--- config.mk ---
export PLATFORM = sky130hd
export DESIGN_NAME = half_bridge_gating
export DESIGN_NICKNAME = d
export VERILOG_FILES = /design/src/half_bridge_pkg.sv /design/src/fault_if.sv /design/src/fault_latch.sv /design/src/glitch_filter.sv /design/src/half_bridge_gating.sv
export VERILOG_INCLUDE_DIRS = /design/src
export SDC_FILE = /design/constraint.sdc
export NUM_CORES = 1
export LEC_CHECK = 0
export BUFFER_PORTS_ARGS = -buffer_cell sky130_fd_sc_hd__buf_2
export CAP_MARGIN = 20
export CORE_MARGIN = 2
export CORE_UTILIZATION = 60
export CTS_CLUSTER_DIAMETER = 40
export DETAILED_ROUTE_END_ITERATION = 10
export PLACE_DENSITY = 0.82
export REMOVE_ABC_BUFFERS = 1
export SLEW_MARGIN = 20
export SYNTH_ARGS = -nofsm -noshare
export SYNTH_HDL_FRONTEND = slang
export SYNTH_HIERARCHICAL = 1
export SYNTH_SLANG_ARGS = --single-unit
--- constraint.sdc ---
create_clock -name clk -period 2.5 [get_ports clk]
set_input_delay 0.375 -clock clk [delete_from_list [all_inputs] [get_ports clk]]
set_output_delay 0.375 -clock clk [all_outputs]
set_load 0.03 [all_outputs]
--- src/half_bridge_map.svh ---
// Constants and timing counts of the half-bridge fault and PWM gating block
// What this block does
// - Primary fault: input lockout OR regulator not good
// - Every combined fault held latched 14 ms
// - Primary latched: fault pins low, gates off
// - Source still present: stay faulted until cleared
// - Primary clears: PWM resumes on next rising edge
// - Each fault pin: primary OR own channel fault
// - Channel fault: lockout, regulator or desaturation trip
// - Channel fault: gate off, soft shutdown on entry
// - Channel clears: resume on next command rising edge
// - Power indicator on, fault indicator on any fault
// - Direct mode: two filtered inputs, controller spaces them
// - Local mode: both gates from filtered high input
// - Local mode: low gate on while high input low
// - Direct complementary: dead time; both low: gates low
// - Strap absent direct, strap installed local mode
// - Local dead time 5.5 ns per pF setting
// - Gates follow command edges after short delay
// - Desaturation after blanking: soft off, fault pin low
// - Channel undervoltage: soft off, fault pin low
// - Pulses shorter than filter width ignored, delayed
// - Direct mode, both inputs long active: gates low until release
`ifndef HALF_BRIDGE_MAP_SVH
`define HALF_BRIDGE_MAP_SVH
`define HB_CLK_MHZ        250
`define HB_LATCH_MS       14
`define HB_LATCH_CYC      (`HB_LATCH_MS * 1000 * `HB_CLK_MHZ)
`define HB_LATCH_W        22
`define HB_GLITCH_NS      50
`define HB_GLITCH_CYC     ((`HB_GLITCH_NS * `HB_CLK_MHZ + 999) / 1000)
`define HB_AOV_NS         200
`define HB_AOV_CYC        ((`HB_AOV_NS * `HB_CLK_MHZ + 999) / 1000)
`define HB_NOV_PS_PER_PF  5500
`define HB_NOVD_PF        10
`define HB_NOV_CYC        ((`HB_NOV_PS_PER_PF * `HB_NOVD_PF * `HB_CLK_MHZ \
                            + 999999) / 1000000)
`define HB_BLANK_PF       68
`define HB_BLANK_NS       (14 * (`HB_BLANK_PF + 7))
`define HB_BLANK_CYC      ((`HB_BLANK_NS * `HB_CLK_MHZ + 999) / 1000)
`endif

--- src/half_bridge_pkg.sv ---
// Types shared by the half-bridge gating modules
package half_bridge_pkg;
    // Operating mode chosen by the strap
    typedef enum logic {
        MODE_DIRECT = 1'b0,
        MODE_LOCAL  = 1'b1
    } mode_e;
    // Per-channel gating state
    typedef enum logic [1:0] {
        CH_BLOCKED = 2'b00,
        CH_RUN     = 2'b01,
        CH_SOFT    = 2'b10
    } ch_state_e;
endpackage

--- src/fault_if.sv ---
// Fault source and latched status between the top and a fault latch
`timescale 1ns/1ps
interface fault_if;
    logic src;     // Raw combined fault condition
    logic active;  // Fault state, held and latched
    logic rise;    // One-cycle pulse on fault entry
    modport latch (input src, output active, output rise);
    modport user  (output src, input active, input rise);
endinterface // fault_if

--- src/fault_latch.sv ---
// Holds a combined fault for a fixed time, then until the source clears
`timescale 1ns/1ps
`include "half_bridge_map.svh"
module fault_latch #(
    parameter int unsigned LATCH_CYC = `HB_LATCH_CYC,  // Hold time, cycles
    parameter int unsigned CNT_W     = `HB_LATCH_W     // Hold counter width
) (
    input  wire logic clk,
    input  wire logic rst_n,
    input  wire logic clkEn,
    fault_if.latch    flt
);
    localparam logic [CNT_W-1:0] HOLD_M1 = CNT_W'(LATCH_CYC - 1);

    logic [CNT_W-1:0] holdQ;    // Remaining hold cycles
    logic             activeQ;  // Fault state
    logic             riseQ;    // Entry pulse

    // Enter on source, hold the full time, leave once source is gone
    always_ff @(posedge clk or negedge rst_n)
    begin
        if (!rst_n)
        begin
            holdQ   <= '0;
            activeQ <= 1'b0;
            riseQ   <= 1'b0;
        end
        else if (clkEn)
        begin
            riseQ <= flt.src & ~activeQ;
            if (!activeQ)
            begin
                if (flt.src)
                begin
                    activeQ <= 1'b1;
                    holdQ   <= HOLD_M1;
                end
            end
            else if (holdQ != '0)
                holdQ <= holdQ - 1'b1;
            else if (!flt.src)
                activeQ <= 1'b0;
        end
    end

    assign flt.active = activeQ;
    assign flt.rise   = riseQ;
endmodule // fault_latch

--- src/glitch_filter.sv ---
// Minimum pulse width filter for one command input
`timescale 1ns/1ps
module glitch_filter #(
    parameter int unsigned WIDTH = 13  // Least accepted pulse, cycles
) (
    input  wire logic clk,
    input  wire logic rst_n,
    input  wire logic clkEn,
    input  wire logic raw,
    output logic      filtered
);
    localparam int unsigned CW = $clog2(WIDTH + 1);
    localparam logic [CW-1:0] LAST = CW'(WIDTH - 1);

    logic [CW-1:0] cntQ;  // Cycles the input has differed
    logic          outQ;  // Accepted level

    // Accept a new level only after it stood WIDTH cycles
    // drop short pulses
    always_ff @(posedge clk or negedge rst_n)
    begin
        if (!rst_n)
        begin
            cntQ <= '0;
            outQ <= 1'b0;
        end
        else if (clkEn)
        begin
            if (raw == outQ)
                cntQ <= '0;
            else if (cntQ == LAST)
            begin
                outQ <= raw;
                cntQ <= '0;
            end
            else
                cntQ <= cntQ + 1'b1;
        end
    end

    assign filtered = outQ;
endmodule // glitch_filter

--- src/half_bridge_gating.sv ---
// Fault aggregation, latching and PWM gating of a half-bridge driver
`timescale 1ns/1ps
`include "half_bridge_map.svh"
module half_bridge_gating #(
    parameter int unsigned LATCH_CYC  = `HB_LATCH_CYC,   // Fault hold
    parameter int unsigned GLITCH_CYC = `HB_GLITCH_CYC,  // Filter width
    parameter int unsigned AOV_CYC    = `HB_AOV_CYC,     // Overlap limit
    parameter int unsigned NOV_CYC    = `HB_NOV_CYC,     // Dead time
    parameter int unsigned BLANK_CYC  = `HB_BLANK_CYC    // Desat blanking
) (
    input  wire logic clk,                       // Board clock
    input  wire logic rst_n,                     // Power-on reset
    input  wire logic clkEn,                     // Freezes state when low
    input  wire logic low_cmd_in,                // Low-side command
    input  wire logic high_cmd_in,               // High-side command
    input  wire logic primUndervoltageLockout,   // Main supply too low
    input  wire logic primPowerGood,             // Primary regulator good
    input  wire logic lowUndervoltageLockout,    // Low channel supply low
    input  wire logic lowPowerGood,              // Low regulator good
    input  wire logic low_drain_sense,           // Low desat comparator
    input  wire logic highUndervoltageLockout,   // High channel supply low
    input  wire logic highPowerGood,             // High regulator good
    input  wire logic highDrainSense,            // High desat comparator
    input  wire logic mode_strap,                // Strap installed = local
    input  wire logic lowFaultNIn,               // Low fault pin level
    input  wire logic highFaultNIn,              // High fault pin level
    output logic      low_gate_out,              // Low-side gate command
    output logic      high_gate_out,             // High-side gate command
    output logic      lowSoftOff,                // Low soft shutdown
    output logic      highSoftOff,               // High soft shutdown
    output logic      lowFaultNOut,              // Low fault pin value
    output logic      lowFaultNOe,               // Low fault pin drive
    output logic      highFaultNOut,             // High fault pin value
    output logic      highFaultNOe,              // High fault pin drive
    output logic      converterEnable,           // DC-DC converter on
    output logic      power_indicator,           // Green indicator
    output logic      fault_indicator            // Red indicator
);
    localparam int unsigned AOV_W   = $clog2(AOV_CYC + 1);
    localparam int unsigned NOV_W   = $clog2(NOV_CYC + 1);
    localparam int unsigned BLANK_W = $clog2(BLANK_CYC + 1);
    localparam logic [NOV_W-1:0]   NOV_END   = NOV_W'(NOV_CYC);
    localparam logic [AOV_W-1:0]   AOV_END   = AOV_W'(AOV_CYC);
    localparam logic [BLANK_W-1:0] BLANK_END = BLANK_W'(BLANK_CYC);

    // Mode capture after reset release
    half_bridge_pkg::mode_e modeQ;      // Captured mode
    logic                   capturedQ;  // Mode has been taken

    // Filtered command inputs
    logic filtLow;   // Low input after filter
    logic filtHigh;  // High input after filter

    // Per-channel signals, index 0 low, 1 high
    logic [1:0] want;       // Requested gate level after mode logic
    logic [1:0] wantPrevQ;  // Previous request, edge detection
    logic [1:0] cmdRise;    // Request rising edge
    logic [1:0] go;         // Request after dead time
    logic [1:0] gateQ;      // Gate outputs
    logic [1:0] softQ;      // Soft shutdown outputs
    logic [1:0] faultOeQ;   // Fault pin drive
    logic [1:0] faultOutQ;  // Fault pin value
    logic [1:0] desatSeen;  // Desat after blanking
    logic [1:0] drainSense; // Desat comparator per channel
    logic [1:0] chUvlo;     // Channel undervoltage
    logic [1:0] chPgood;    // Channel regulator good
    logic [1:0] chActive;   // Channel fault state
    logic [1:0] chRise;     // Channel fault entry

    // Direct mode overlap guard
    logic [AOV_W-1:0] ovCntQ;  // Cycles both inputs high
    logic             lockQ;   // Both gates forced low

    // Aggregate outputs
    logic convEnQ;   // Converter enable
    logic powerQ;    // Green indicator
    logic faultIndQ; // Red indicator

    // Fault latch carriers
    fault_if primIf ();
    fault_if chIf [2] ();

    assign drainSense = {highDrainSense, low_drain_sense};
    assign chUvlo     = {highUndervoltageLockout, lowUndervoltageLockout};
    assign chPgood    = {highPowerGood, lowPowerGood};

    // Low input filter, used in direct mode only
    // filter both in direct
    glitch_filter #(
        .WIDTH (GLITCH_CYC)
    ) u_filt_low (
        .clk      (clk),
        .rst_n    (rst_n),
        .clkEn    (clkEn),
        .raw      (low_cmd_in),
        .filtered (filtLow)
    );

    // High input filter, used in both modes
    // filter high input
    glitch_filter #(
        .WIDTH (GLITCH_CYC)
    ) u_filt_high (
        .clk      (clk),
        .rst_n    (rst_n),
        .clkEn    (clkEn),
        .raw      (high_cmd_in),
        .filtered (filtHigh)
    );

    // Primary fault source
    // OR of both sources
    assign primIf.src = primUndervoltageLockout | ~primPowerGood;

    fault_latch #(
        .LATCH_CYC (LATCH_CYC),
        .CNT_W     (`HB_LATCH_W)
    ) u_prim_latch (
        .clk   (clk),
        .rst_n (rst_n),
        .clkEn (clkEn),
        .flt   (primIf)
    );

    // Strap caught once, at the first enabled edge after release
    always_ff @(posedge clk or negedge rst_n)
    begin
        if (!rst_n)
        begin
            modeQ     <= half_bridge_pkg::MODE_DIRECT;
            capturedQ <= 1'b0;
        end
        else if (clkEn && !capturedQ)
        begin
            modeQ     <= mode_strap ? half_bridge_pkg::MODE_LOCAL
                                    : half_bridge_pkg::MODE_DIRECT;
            capturedQ <= 1'b1;
        end
    end

    // Overlap guard: both inputs high too long forces both gates low
    always_ff @(posedge clk or negedge rst_n)
    begin
        if (!rst_n)
        begin
            ovCntQ <= '0;
            lockQ  <= 1'b0;
        end
        else if (clkEn)
        begin
            if (!(filtLow && filtHigh))
            begin
                ovCntQ <= '0;
                lockQ  <= 1'b0;
            end
            else if (ovCntQ == AOV_END)
                lockQ  <= 1'b1;
            else
                ovCntQ <= ovCntQ + 1'b1;
        end
    end

    // Requested gate levels per mode
    always_comb
    begin
        if (modeQ == half_bridge_pkg::MODE_LOCAL)
        begin
            // low on while high input low
            want[0] = ~filtHigh;
            want[1] = filtHigh;
        end
        else
        begin
            want[0] = filtLow & ~lockQ;
            want[1] = filtHigh & ~lockQ;
        end
    end

    // Request edge detection for re-arming
    always_ff @(posedge clk or negedge rst_n)
    begin
        if (!rst_n)
            wantPrevQ <= 2'h0;
        else if (clkEn)
            wantPrevQ <= capturedQ ? want : 2'h3;
    end

    assign cmdRise = want & ~wantPrevQ;

    // Per-channel dead time, blanking, fault latch and gating state
    for (genvar i = 0; i < 2; i++)
    begin : g_ch
        logic [NOV_W-1:0]          delCntQ;    // Cycles request stood
        logic [BLANK_W-1:0]        blankCntQ;  // Cycles gate has been on
        half_bridge_pkg::ch_state_e stateQ;    // Gating state
        half_bridge_pkg::ch_state_e stateD;    // Next gating state

        // Turn-on waits out the dead time, turn-off is immediate
        always_ff @(posedge clk or negedge rst_n)
        begin
            if (!rst_n)
                delCntQ <= '0;
            else if (clkEn)
            begin
                if (!want[i])
                    delCntQ <= '0;
                else if (delCntQ != NOV_END)
                    delCntQ <= delCntQ + 1'b1;
            end
        end

        assign go[i] = want[i] && (delCntQ == NOV_END);

        // Blanking counter restarts on each gate turn-on
        always_ff @(posedge clk or negedge rst_n)
        begin
            if (!rst_n)
                blankCntQ <= '0;
            else if (clkEn)
            begin
                if (!gateQ[i])
                    blankCntQ <= '0;
                else if (blankCntQ != BLANK_END)
                    blankCntQ <= blankCntQ + 1'b1;
            end
        end

        assign desatSeen[i] = drainSense[i] && (blankCntQ == BLANK_END);

        assign chIf[i].src = chUvlo[i] | ~chPgood[i] | desatSeen[i];

        fault_latch #(
            .LATCH_CYC (LATCH_CYC),
            .CNT_W     (`HB_LATCH_W)
        ) u_ch_latch (
            .clk   (clk),
            .rst_n (rst_n),
            .clkEn (clkEn),
            .flt   (chIf[i])
        );

        assign chActive[i] = chIf[i].active;
        assign chRise[i]   = chIf[i].rise;

        // Next gating state
        always_comb
        begin
            stateD = stateQ;
            if (primIf.active || !capturedQ)
                stateD = half_bridge_pkg::CH_BLOCKED;
            else if (chRise[i])
                stateD = half_bridge_pkg::CH_SOFT;
            else
            begin
                unique case (stateQ)
                    // Waiting for a fresh command edge
                    half_bridge_pkg::CH_BLOCKED:
                        if (cmdRise[i] && !chActive[i])
                            stateD = half_bridge_pkg::CH_RUN;
                    // Following the command
                    half_bridge_pkg::CH_RUN:
                        if (chActive[i])
                            stateD = half_bridge_pkg::CH_SOFT;
                    // Gate held off softly while faulted
                    half_bridge_pkg::CH_SOFT:
                        if (!chActive[i])
                            stateD = half_bridge_pkg::CH_BLOCKED;
                    // Unused code recovers to blocked
                    default:
                        stateD = half_bridge_pkg::CH_BLOCKED;
                endcase
            end
        end

        // Gating state and soft shutdown output
        always_ff @(posedge clk or negedge rst_n)
        begin
            if (!rst_n)
            begin
                stateQ   <= half_bridge_pkg::CH_BLOCKED;
                softQ[i] <= 1'b0;
            end
            else if (clkEn)
            begin
                stateQ   <= stateD;
                softQ[i] <= (stateD == half_bridge_pkg::CH_SOFT);
            end
        end

        // Fault pin: driven low on primary or own channel fault
        always_ff @(posedge clk or negedge rst_n)
        begin
            if (!rst_n)
            begin
                faultOeQ[i]  <= 1'b0;
                faultOutQ[i] <= 1'b1;
            end
            else if (clkEn)
            begin
                faultOeQ[i]  <= primIf.active | chActive[i];
                faultOutQ[i] <= ~(primIf.active | chActive[i]);
            end
        end
    end

    // Gate registers; the other gate must be off before one turns on
    always_ff @(posedge clk or negedge rst_n)
    begin
        if (!rst_n)
            gateQ <= 2'h0;
        else if (clkEn)
        begin
            gateQ[0] <= (g_ch[0].stateD == half_bridge_pkg::CH_RUN)
                        & go[0] & ~gateQ[1];
            // Low side wins a same-cycle tie
            gateQ[1] <= (g_ch[1].stateD == half_bridge_pkg::CH_RUN)
                        & go[1] & ~gateQ[0] & ~go[0];
        end
    end

    // Converter enable and status indicators
    always_ff @(posedge clk or negedge rst_n)
    begin
        if (!rst_n)
        begin
            convEnQ   <= 1'b0;
            powerQ    <= 1'b0;
            faultIndQ <= 1'b0;
        end
        else if (clkEn)
        begin
            convEnQ   <= ~primIf.active;
            // green on, red on any fault
            powerQ    <= 1'b1;
            faultIndQ <= primIf.active | (|chActive);
        end
    end

    // Outputs straight from flip-flops
    assign low_gate_out    = gateQ[0];
    assign high_gate_out   = gateQ[1];
    assign lowSoftOff      = softQ[0];
    assign highSoftOff     = softQ[1];
    assign lowFaultNOe     = faultOeQ[0];
    assign lowFaultNOut    = faultOutQ[0];
    assign highFaultNOe    = faultOeQ[1];
    assign highFaultNOut   = faultOutQ[1];
    assign converterEnable = convEnQ;
    assign power_indicator = powerQ;
    assign fault_indicator = faultIndQ;
endmodule // half_bridge_gating

* Word-level counts from Yosys, hierarchy flattened
Index checks and enable logic that the tools add are counted.
** Operators by class
- Add/subtract/negate cells :: 10
- Eq/ne operators :: 30
- Mux-type cells :: 49
- Bitwise logic cells :: 34
- Reduce and logical (&&, ||, !) cells :: 32
** Operator list (count)
- two-way mux 22 bit :: 9
- nonzero test 22 bit :: 3
- subtractor 22 x 1 -> 22 bit (second input constant) :: 3
- two-way mux 9 bit :: 4
- two-way mux 4 bit :: 8
- two-way mux 2 bit :: 12
- adder 9 x 1 -> 9 bit (second input constant) :: 2
- == test 9 bit (second input constant) :: 2
- inequality test 9 bit (second input constant) :: 2
- adder 4 x 1 -> 4 bit (second input constant) :: 4
- == test 4 bit (second input constant) :: 4
- NOT 1 bit :: 15
- AND reduction 3 bit :: 5
- two-way mux 1 bit :: 12
- two-way mux 6 bit :: 2
- case mux 2 bit (3 select lines) :: 2
- AND reduction 2 bit :: 6
- inequality test 2 x 1 -> 1 bit (second input constant) :: 5
- bitwise AND 1 bit :: 9
- == test 2 x 1 -> 1 bit (second input constant) :: 4
- == test 2 bit (second input constant) :: 4
- logical AND 1 bit :: 8
- inequality test 2 bit (second input constant) :: 4
- inequality test 4 bit (second input constant) :: 2
- 11 further kinds :: 24
** Word-level totals
- Register bits :: 133
- Output and inout bits :: 11

* Depth between registers and ports, before layout
Gate-level depths: netlist (run 1).
- Depth after elaboration :: 13
- Depth in mapped cells :: 10
- Gate-level depth less buffers :: 9

* Cells and area by module
Netlist (run 1), hierarchy kept.
** By module, submodules not included
- fault_latch :: times used 3, cells an instance 138, area an instance 1323.8 sq um, sequential area each 600.6 sq um
- half_bridge_gating :: times used 1, cells an instance 270, area an instance 2646.3 sq um, sequential area each 1303.8 sq um
- glitch_filter :: times used 2, cells an instance 24, area an instance 257.7 sq um, sequential area each 125.1 sq um

* Least setup slack after synthesis (run 1)
OpenSTA, ideal clock, no wires.
- Path kind :: reg2reg
- From :: register g_ch[0].blankCntQ[6]
- To :: register g_ch[0].u_ch_latch.holdQ[13]
- Setup time :: 68 ps
- Data arrival time :: 2140 ps
- Slack :: 293 ps
- Stages on the path, launching flop included :: 10
- Path through :: dfrtp_1 or4_4 nor4_4 nand2_1 nand3b_1 nand2_1 or2_2 clkbuf_1 clkbuf_1 nand2_1
** Between the ends
- Cells in the longest elaborated chain, start to end :: 5
** Ends and longest elaborated chain
- start: declaration :: line half_bridge_gating.sv:194 : logic [BLANK_W-1:0] blankCntQ;
- start signal: assignment :: line half_bridge_gating.sv:224 : blankCntQ <= blankCntQ + 1'b1;
- == test 9 bit :: line half_bridge_gating.sv:228 : assign desatSeen[i] = drainSense[i] && (blankCntQ == BLANK_END);
- logical AND 1 bit :: line half_bridge_gating.sv:228
- bitwise OR 1 bit :: line half_bridge_gating.sv:230 : assign chIf[i].src = chUvlo[i] | ~chPgood[i] | desatSeen[i];
- named net chIf[0].src :: line fault_if.sv:4 : logic src;
- nonzero test 2 bit (no line)
- AND reduction 3 bit (no line)
- end signal: assignment :: line fault_latch.sv:40 : holdQ <= holdQ - 1'b1;
- end: declaration :: line fault_latch.sv:15 : logic [CNT_W-1:0] holdQ;
The timed path passes the listed nets, and every way through them passes these cells.
A chain may end at the register's enable or synchronous reset.

* Final worst setup path (run 1)
- From :: register g_ch[1].blankCntQ[3]
- To :: register g_ch[1].u_ch_latch.holdQ[15]
** Between the ends
- Cells in the longest elaborated chain, start to end :: 5
** Ends and longest elaborated chain (line)
- start: declaration :: half_bridge_gating.sv:194
- start signal: assignment :: half_bridge_gating.sv:224
- == test 9 bit :: half_bridge_gating.sv:228
- logical AND 1 bit :: half_bridge_gating.sv:228
- bitwise OR 1 bit :: half_bridge_gating.sv:230
- named net chIf[1].src :: fault_if.sv:4
- nonzero test 2 bit (no line)
- AND reduction 3 bit (no line)
- end signal: assignment :: fault_latch.sv:40
- end: declaration :: fault_latch.sv:15
The timed path passes the listed nets, and every way through them passes these cells.

==> impl_metrics.toml, run 1 <==
[critical_path]
path_class = "reg -> reg"
cp_max_fo = 8
cp.arrival_ps = 2650
required_ps = 2790
critPathCaptureType = "flip-flop"
start_kind = "flip-flop"

[floorplanning]
io_pins = 27
initial_core_util_pct = 61.91
fp-row-count = 39
core_sq_um = 11470
die_y_um = 112.8
die_w_um = 112.8
die_area_sq_um = 12720

[timing]
setup_violations = 0
worstMarginPinSlew_ps = 641.7
slew_headroom_pct = 57.22
timing.hold.ws_ps = 202.3
rsz0062_at_grt = "false"
period_share_pct = 94.59
setup_ws_ps = 135.2
max_clock_freq_ghz = 0.4229
skew_ps = 6.448
fin_crit_ps = 2365
hold_viol = 0
report.final.slew_viol_count = 0
fin_setup_tns_ps = 0

[pwr]
peakVddDrop_uv = 604.2
power.internal_mw = 4.322
switching_power_mw = 1.721
p_sw_share_pct = 28.48
powerDensity_nw_per_um2 = 749.9
clkPwrFrac_pct = 39.7
seqPwrFrac_pct = 46.7
leakage_nw = 3.279
p_comb_share_pct = 13.7

[flow_run]
maxCapViolCount = 0

[yosys]
syn_avg_cell_area_sq_um = 9.738
syn_inst = 729
ys_warn_count = 6
synth_area_sq_um = 7099

[placed_design]
dpl_cell_area_sq_um = 7477
hpwl_um = 10490
portBuffers = 24
gp_congestion = 0.8774
dpl.cell_count = 892
pre_cts_slack_ps = 151.1

[drt]
drc_errors = 0
num_vias = 5953
wirelength_um = 15670
drtIter0Drc = 498
first_pass_iters = 5
drt-vias-per-instance = 6.436
ant_nets = 0
wl_per_cell_um = 16.94

[clocking]
cts_root_buffer = "clkbuf_16"
cts_num_sinks = 133
clkSlewWorstSetupHoldPaths_ps = 50
cts_tree = "built"
clkLatencyLatePin_ps = 420
clockBufferDepth = 2
cts_inserted_buffers = 17
cts_setup_buffers = 0
htreeDepth = 4

[global_route]
grt_pass1_vias = 5787
grt-ovfl-total = 0
antenna_found_initial = 0
grt_usage_pct = 26.01
grt_first_pass_wirelength_um = 27140
grt_max_degree = 49

[layout]
design_area_sq_um = 8058
syn2layout_area_growth_pct = 13.50
diodes = 0
final_cells = 925
nets = 800
drive_above_1_share_pct = 15.35

[worst_hold_path]
min_path_type = "in -> reg"

[run_status]
status = "completed"
-- worst paths after layout --
| path | start | depth (start not counted) | to | slack (ps) |
|---|---|---|---|---|
| max | g_ch[1].blankCntQ[3] | 8 | g_ch[1].u_ch_latch/holdQ[15] | 140 |
| min | low_cmd_in | 2 | u_filt_low/filtered | 200 |
| max reg2reg | g_ch[1].blankCntQ[3] | 8 | g_ch[1].u_ch_latch/holdQ[15] | 140 |
| min reg2reg | power_indicator | 1 | power_indicator | 470 |
| max in group asynchronous | rst_n | 3 | g_ch[1].u_ch_latch/holdQ[14] | 1270 |
| min in group asynchronous | rst_n | 2 | g_ch[0].blankCntQ[0] | 520 |
-- layout make-up --
type / count / area [sq um]
multi-input combinational: 547 / 3576
fill: 815 / 3410
sequential: 133 / 3331
clock buffer: 23 / 467.9
timing repair buffer: 45 / 307.8
tap: 143 / 178.9
clock inverter: 9 / 102.6
inverter: 25 / 93.84
-- stage by stage --
stage | power, mW | utilization (%)
after global routing | 6.351 | 70.27
after global placement | 3.587 | 65.20
after detailed placement | 3.658 | 65.20
after CTS | 6.075 | 70.27
final | 6.042 | 70.27
after floorplan | 3.365 | -
-- registers in the layout, summed over array words and instances, names as in the netlist, 4 cells and up --
name and flops:
g_ch.u_ch_latch/holdQ 44, u_prim_latch/holdQ 22, g_ch.blankCntQ 18, g_ch.delCntQ 8, ovCntQ 6, g_ch.stateQ 4
u_filt_high/cntQ 4, u_filt_low/cntQ 4
-- power by group through the flow --
stage                     combinational [mW]  clock [mW]  sequential [mW]
final                                  0.825        2.40             2.82
after global routing                   0.955        2.53             2.87
after CTS                              0.831        2.43             2.81
after detailed placement               0.818           0             2.84
after global placement                 0.775           0             2.81
after floorplan                        0.604           0             2.76
-- cells in the final DEF (no fill, tap or decap), drive strengths merged, types with 8 or more instances in the layout --
cell,instances
o311ai,10
nor4,26
o211ai,11
inv,24
o31ai,10
or4,19
o21ai,52
nand3,35
nor2,46
or2,11
buf,44
a21oi,33
nor3,15
nand2,85
nand2b,8
xor2,38
dfrtp,131
or3,14
ha,15
clkbuf,23
nand4,15
-- repair_timing --
item                                   4_1_cts  5_1_grt
endpoints found under the hold margin        5        0
gates resized for setup                      0        0
hold buffers                                 1        0
setup endpoints to repair                    0        1
-- per-layer routing --
layer / share of wire, % / track usage, % / vias up
met3: 5.2 / 5.999 / 16
met1: 43 / 33.73 / 2936
met2: 50 / 43.71 / 208
met5: 0 / 0 / -
li1: - / - / 2793
met4: 1.1 / 8.293 / 0
-- worst max-delay path, cell delays in order (launching register included) --
cell and delay (ps):
dfrtp_1 410, or4_4 570, nor3_4 270, nand2_1 140, nand3b_1 160, nand2_1 80, or2_2 370, o311ai_1 120
o41ai_1 120
Note: power is estimated with default switching activity, not from simulation.
==> run 2: changes to the inputs <==
CORE_UTILIZATION = 55   (was 60)
PLACE_DENSITY = 0.76   (was 0.82)
==> run 2 against run 1 <==
Effect of this change:
- die area increased by 8.8%
- sequential cell count unchanged
- critical path depth unchanged
- critical path type unchanged
- clock power increased by 5%
- via count increased by 0.17%
- highest routed layer unchanged
- first-iteration DRC count increased by 3.8%
- sequential power about the same
- power increased by 2.1%
- count of clock-buffer cells in the layout decreased by 1
- maximum frequency increased by 1.1%
- setup slack improved by 27 ps
==> impl_metrics.toml, run 2 (synthesized netlist as in run 1, its figures left out) <==
[run_status]
status = "completed"

[global_route]
grt_max_degree = 51
grt_first_pass_wirelength_um = 27570
grtUsageMet1_pct = 29.65
grt_usage_pct = 24.02
use_met3_pct = 5.523
grt_pass1_vias = 5898
busiest_layer = "met2"
antenna_found_initial = 0
met2_usage_pct = 40.41
grt-ovfl-total = 0

[floorplanning]
die_y_um = 117.6
initial_core_util_pct = 56.26
die_w_um = 117.6
core_sq_um = 12620
io_pins = 27
fp-row-count = 41
die_area_sq_um = 13830

[clocking]
clockBufferDepth = 2
clkSlewWorstSetupHoldPaths_ps = 50
cts_inserted_buffers = 17
cts_root_buffer = "clkbuf_16"
cts_tree = "built"
htreeDepth = 4
cts_num_sinks = 133
clkLatencyLatePin_ps = 410

[critical_path]
path_delay_family = "simple AND/OR/NAND/NOR gates"
r2r_cells = 8
critical_path.cell_chain = "or4_4, nor4_4, nand2_1, nand3b_1, nand2_1, or2_2, o311ai_1, o41ai_1"
slowest_delay_ps = 560
path_class = "reg -> reg"
timing.rr.start = "g_ch[0].blankCntQ[6]"
cp_slowest_cell = "or4_4"
rrSetupSlack_ps = 160
cp.arrival_ps = 2620
path_common_cell = "nand2_1"
start_kind = "flip-flop"
required_ps = 2780
r2r-end = "g_ch[0].u_ch_latch/holdQ[15]"
cp_num_buf_inv = 0
cp_max_fo = 10
critPathCaptureType = "flip-flop"

[pwr]
design_power_total_mw = 6.168
powerDensity_nw_per_um2 = 761.9
peakVddDrop_uv = 508.9
leakage_nw = 3.293

[layout]
layout_common_cells = "131 x dfrtp_1, 85 x nand2_1, 43 x nor2_1"
design_area_sq_um = 8095
drive_above_1_share_pct = 15.51
reg.largest.list = "g_ch.u_ch_latch/holdQ: 44 flops, u_prim_latch/holdQ: 22 flops, g_ch.blankCntQ: 18 flops"
syn2layout_area_growth_pct = 14.03
nets = 798
final_common_cell = "dfrtp_1"
diodes = 0
largest-register = "g_ch.u_ch_latch/holdQ"
largest_reg_flops = 44

[drt]
wl_per_cell_um = 16.77
drtIter0Drc = 517
ant_nets = 0
drt-vias-per-instance = 6.264
wirelength_um = 15970
drc_errors = 0
num_vias = 5963
first_pass_iters = 5

[placed_design]
pre_cts_slack_ps = 141.2
portBuffers = 24
dpl_cell_area_sq_um = 7486
hpwl_um = 10750
gp_congestion = 0.8799

[timing]
period_share_pct = 93.53
fin_setup_tns_ps = 0
max_clock_freq_ghz = 0.4277
rsz0062_at_grt = "false"
fin_crit_ps = 2338
worstMarginPinSlew_ps = 675.4
setup_ws_ps = 161.7
skew_ps = 6.165
hold_viol = 0
report.final.slew_viol_count = 0
slew_headroom_pct = 54.97
setup_violations = 0

[worst_hold_path]
min_path_type = "in -> async"

[flow_run]
maxCapViolCount = 0
-- run 2: power by group --
group	total (mW)	internal, mW	switching, mW	leakage (nW)
clock	2.51	1.64	0.878	0.299
sequential	2.83	2.44	0.382	1.63
combinational	0.829	0.363	0.466	1.36
total	6.17	4.44	1.73	3.29
-- run 2: how the worst max path moves through the flow --
stage | startpoint | end | depth (start not counted) | slack (ps)
floorplan | g_ch[0].blankCntQ[6] | g_ch[0].u_ch_latch/holdQ[15] | 8 | 300
global placement | g_ch[1].blankCntQ[3] | g_ch[1].u_ch_latch/holdQ[15] | 8 | 220
detailed placement | g_ch[1].blankCntQ[3] | g_ch[1].u_ch_latch/holdQ[15] | 8 | 140
CTS | g_ch[1].blankCntQ[3] | g_ch[1].u_ch_latch/holdQ[15] | 8 | 120
global route | g_ch[0].blankCntQ[6] | g_ch[0].u_ch_latch/holdQ[15] | 8 | 40
finish | g_ch[0].blankCntQ[6] | g_ch[0].u_ch_latch/holdQ[15] | 8 | 160
-- run 2: metal layers --
metal | share of wire [%] | vias to the layer above
met1 | 42 | 2990
met3 | 4.4 | 27
met2 | 51 | 151
met4 | 2.0 | 0
li1 | - | 2795
met5 | 0 | -
-- run 2: timing repair --
action / in CTS / in global routing
gates resized for setup: 0 / 0
setup endpoints to repair: 0 / 5
hold buffers: 0 / 0
setup buffers: 0 / 1
-- run 2: area by class of cell --
| cell class | count | area (sq um) |
|---|---|---|
| clock buffers | 22 | 474.2 |
| inverters | 25 | 93.84 |
| flip-flops and latches | 133 | 3331 |
| multi-input cells | 547 | 3576 |
| well taps | 172 | 215.2 |
| clock inverters | 10 | 127.6 |
| repair buffers | 43 | 277.8 |
| fillers | 1000 | 4524 |
-- run 2: through the flow --
step | cells | hold WS (ps) | utilization (%)
after detailed placement | 919 | 449.2 | 59.32
after CTS | 951 | 6.938 | 64.09
final | 952 | 9.416 | 64.15
after global placement | 919 | 442.2 | 59.32
after global routing | 952 | 44.86 | 64.15
after floorplan | 705 | 79.41 | -
==> run 3: changes to the inputs <==
CELL_PAD_IN_SITES_DETAIL_PLACEMENT = 1   (was unset)
CELL_PAD_IN_SITES_GLOBAL_PLACEMENT = 2   (was unset)
CORE_UTILIZATION = 30   (was 55)
PLACE_DENSITY = 0.66   (was 0.76)
==> run 3 against run 2 <==
Effect of this change:
- power fell by 3.5%
- maximum frequency barely moved
- setup slack barely moved
- count of clock-buffer cells in the layout rose by 3
- cell count rose by 16%
- first-iteration DRC count fell by 46%
- global-route usage fell by 7.9 points
- die area rose by 80%
- non-clock buffer count rose by 6
- clock skew rose by 1.8 ps
- clock power fell by 9.2%
- utilization fell by 29 points
- largest cell class unchanged
- highest routed layer unchanged
==> impl_metrics.toml, run 3 (synthesized netlist as in run 1, its figures left out) <==
[drt]
drtIter0Drc = 281
drt-vias-per-instance = 5.306
wirelength_um = 18580
wl_per_cell_um = 16.86
ant_nets = 0
first_pass_iters = 4
num_vias = 5847
drc_errors = 0

[clocking]
clkSlewWorstSetupHoldPaths_ps = 60
clockBufferDepth = 2
cts_root_buffer = "clkbuf_16"
cts_tree = "built"
cts_num_sinks = 133
postCtsHoldBufs = 1
cts_setup_buffers = 0
clkLatencyLatePin_ps = 420
cts_inserted_buffers = 17
ctsResizeCount = 0
htreeDepth = 4

[pwr]
peakVddDrop_uv = 303.4
leakage_nw = 3.286
design_power_total_mw = 5.951
powerDensity_nw_per_um2 = 719.7

[timing]
max_clock_freq_ghz = 0.4277
skew_ps = 7.935
setup_ws_ps = 162.0
setup_violations = 0
slew_headroom_pct = 62.47
hold_viol = 0
rsz0062_at_grt = "false"
period_share_pct = 93.52
fin_crit_ps = 2338
report.final.slew_viol_count = 0
fin_setup_tns_ps = 0
worstMarginPinSlew_ps = 560.9

[floorplanning]
core_sq_um = 23330
die_w_um = 157.8
die_area_sq_um = 24910
initial_core_util_pct = 30.43
fp-row-count = 56
die_y_um = 157.8
io_pins = 27

[critical_path]
slowest_delay_ps = 560
critical_path.cell_chain = "or4_4, nor4_4, nand2_1, nand3b_1, nand2_1, or2_2, o311ai_1, o41ai_1"
cp_slowest_cell = "or4_4"
start_kind = "flip-flop"
required_ps = 2790
critPathCaptureType = "flip-flop"
path_delay_family = "simple AND/OR/NAND/NOR gates"
path_common_cell = "nand2_1"
cp.arrival_ps = 2630
path_class = "reg -> reg"
cp_max_fo = 11
cp_num_buf_inv = 0

[layout]
largest-register = "g_ch.u_ch_latch/holdQ"
diodes = 0
reg.largest.list = "g_ch.u_ch_latch/holdQ: 44 flops, u_prim_latch/holdQ: 22 flops, g_ch.blankCntQ: 18 flops"
nFillCells = 2649
largest_reg_flops = 44
final_common_cell = "dfrtp_1"
layout_common_cells = "131 x dfrtp_1, 85 x nand2_1, 43 x nor2_1"
nets = 804
final-seq-area_sq_um = 3331
multi_input_area_sq_um = 3576
syn2layout_area_growth_pct = 16.48
drive_above_1_share_pct = 15.58

[global_route]
grt_max_degree = 57
grt-ovfl-total = 0
grt_first_pass_wirelength_um = 31890
grt_pass1_vias = 6214
grt_usage_pct = 16.15
antenna_found_initial = 0

[placed_design]
hpwl_um = 13110
pre_cts_slack_ps = 163.0
portBuffers = 24
gp_congestion = 0.7617

[run_status]
status = "completed"

[worst_hold_path]
min_path_type = "in -> reg"

[flow_run]
maxCapViolCount = 0
[run 3: cell count changes in the layout (fill, tap and decap cells not counted), sizes merged]
cell | before | now
buf | 43 | 48
bufinv | 3 | 0
clkbuf | 22 | 25
clkinv | 7 | 4
dlygate4sd3 | 0 | 1
[run 3: power by group]
part	switching [mW]	internal [mW]
sequential	0.387	2.44
combinational	0.476	0.368
clock	0.901	1.38
[run 3: routing by layer]
| metal | up-vias | routed length, um | global-route usage, % |
|---|---|---|---|
| met2 | 46 | 9308 | 27.78 |
| met5 | - | 0 | 0 |
| li1 | 2790 | - | - |
| met4 | 0 | 257 | 5.584 |
| met1 | 2993 | 8588 | 20.23 |
| met3 | 18 | 422 | 3.093 |
[run 3: stage by stage]
stage	instance area, sq um	utilization [%]	std cells	hold slack, ps
floorplan	7000	-	705	79.41
global placement	7731	33.13	1072	383.0
detailed placement	7731	33.13	1072	391.0
CTS	8269	35.44	1102	182.4
global route	8269	35.44	1102	184.1
finish	8269	35.44	1102	211.2
[run 3: layout make-up]
class / instances / share of cell area, %
Clock buffer: 25 / 6.113
Tap cell: 319 / 4.827
Sequential cell: 133 / 40.28
Multi-Input combinational cell: 547 / 43.24
Inverter: 25 / 1.135
Clock inverter: 4 / 0.2724
Timing Repair Buffer: 49 / 4.131
[run 3: worst paths after layout]
kind / from / slack, ps / depth (start not counted) / end
min: low_cmd_in / 210 / 2 / u_filt_low/filtered
min reg2reg: power_indicator / 460 / 1 / power_indicator
max in group asynchronous: rst_n / 1280 / 3 / lowFaultNOut
max reg2reg: g_ch[0].blankCntQ[6] / 160 / 8 / g_ch[0].u_ch_latch/holdQ[15]
min in group asynchronous: rst_n / 510 / 2 / g_ch[0].blankCntQ[1]
max: g_ch[0].blankCntQ[6] / 160 / 8 / g_ch[0].u_ch_latch/holdQ[15]
[run 3: worst reg2reg max path, delay by kind of cell, from the launching register on]
kind            cells  cell delay, ps
compound gates      2             260
simple gates        6            1520
flops               1             420
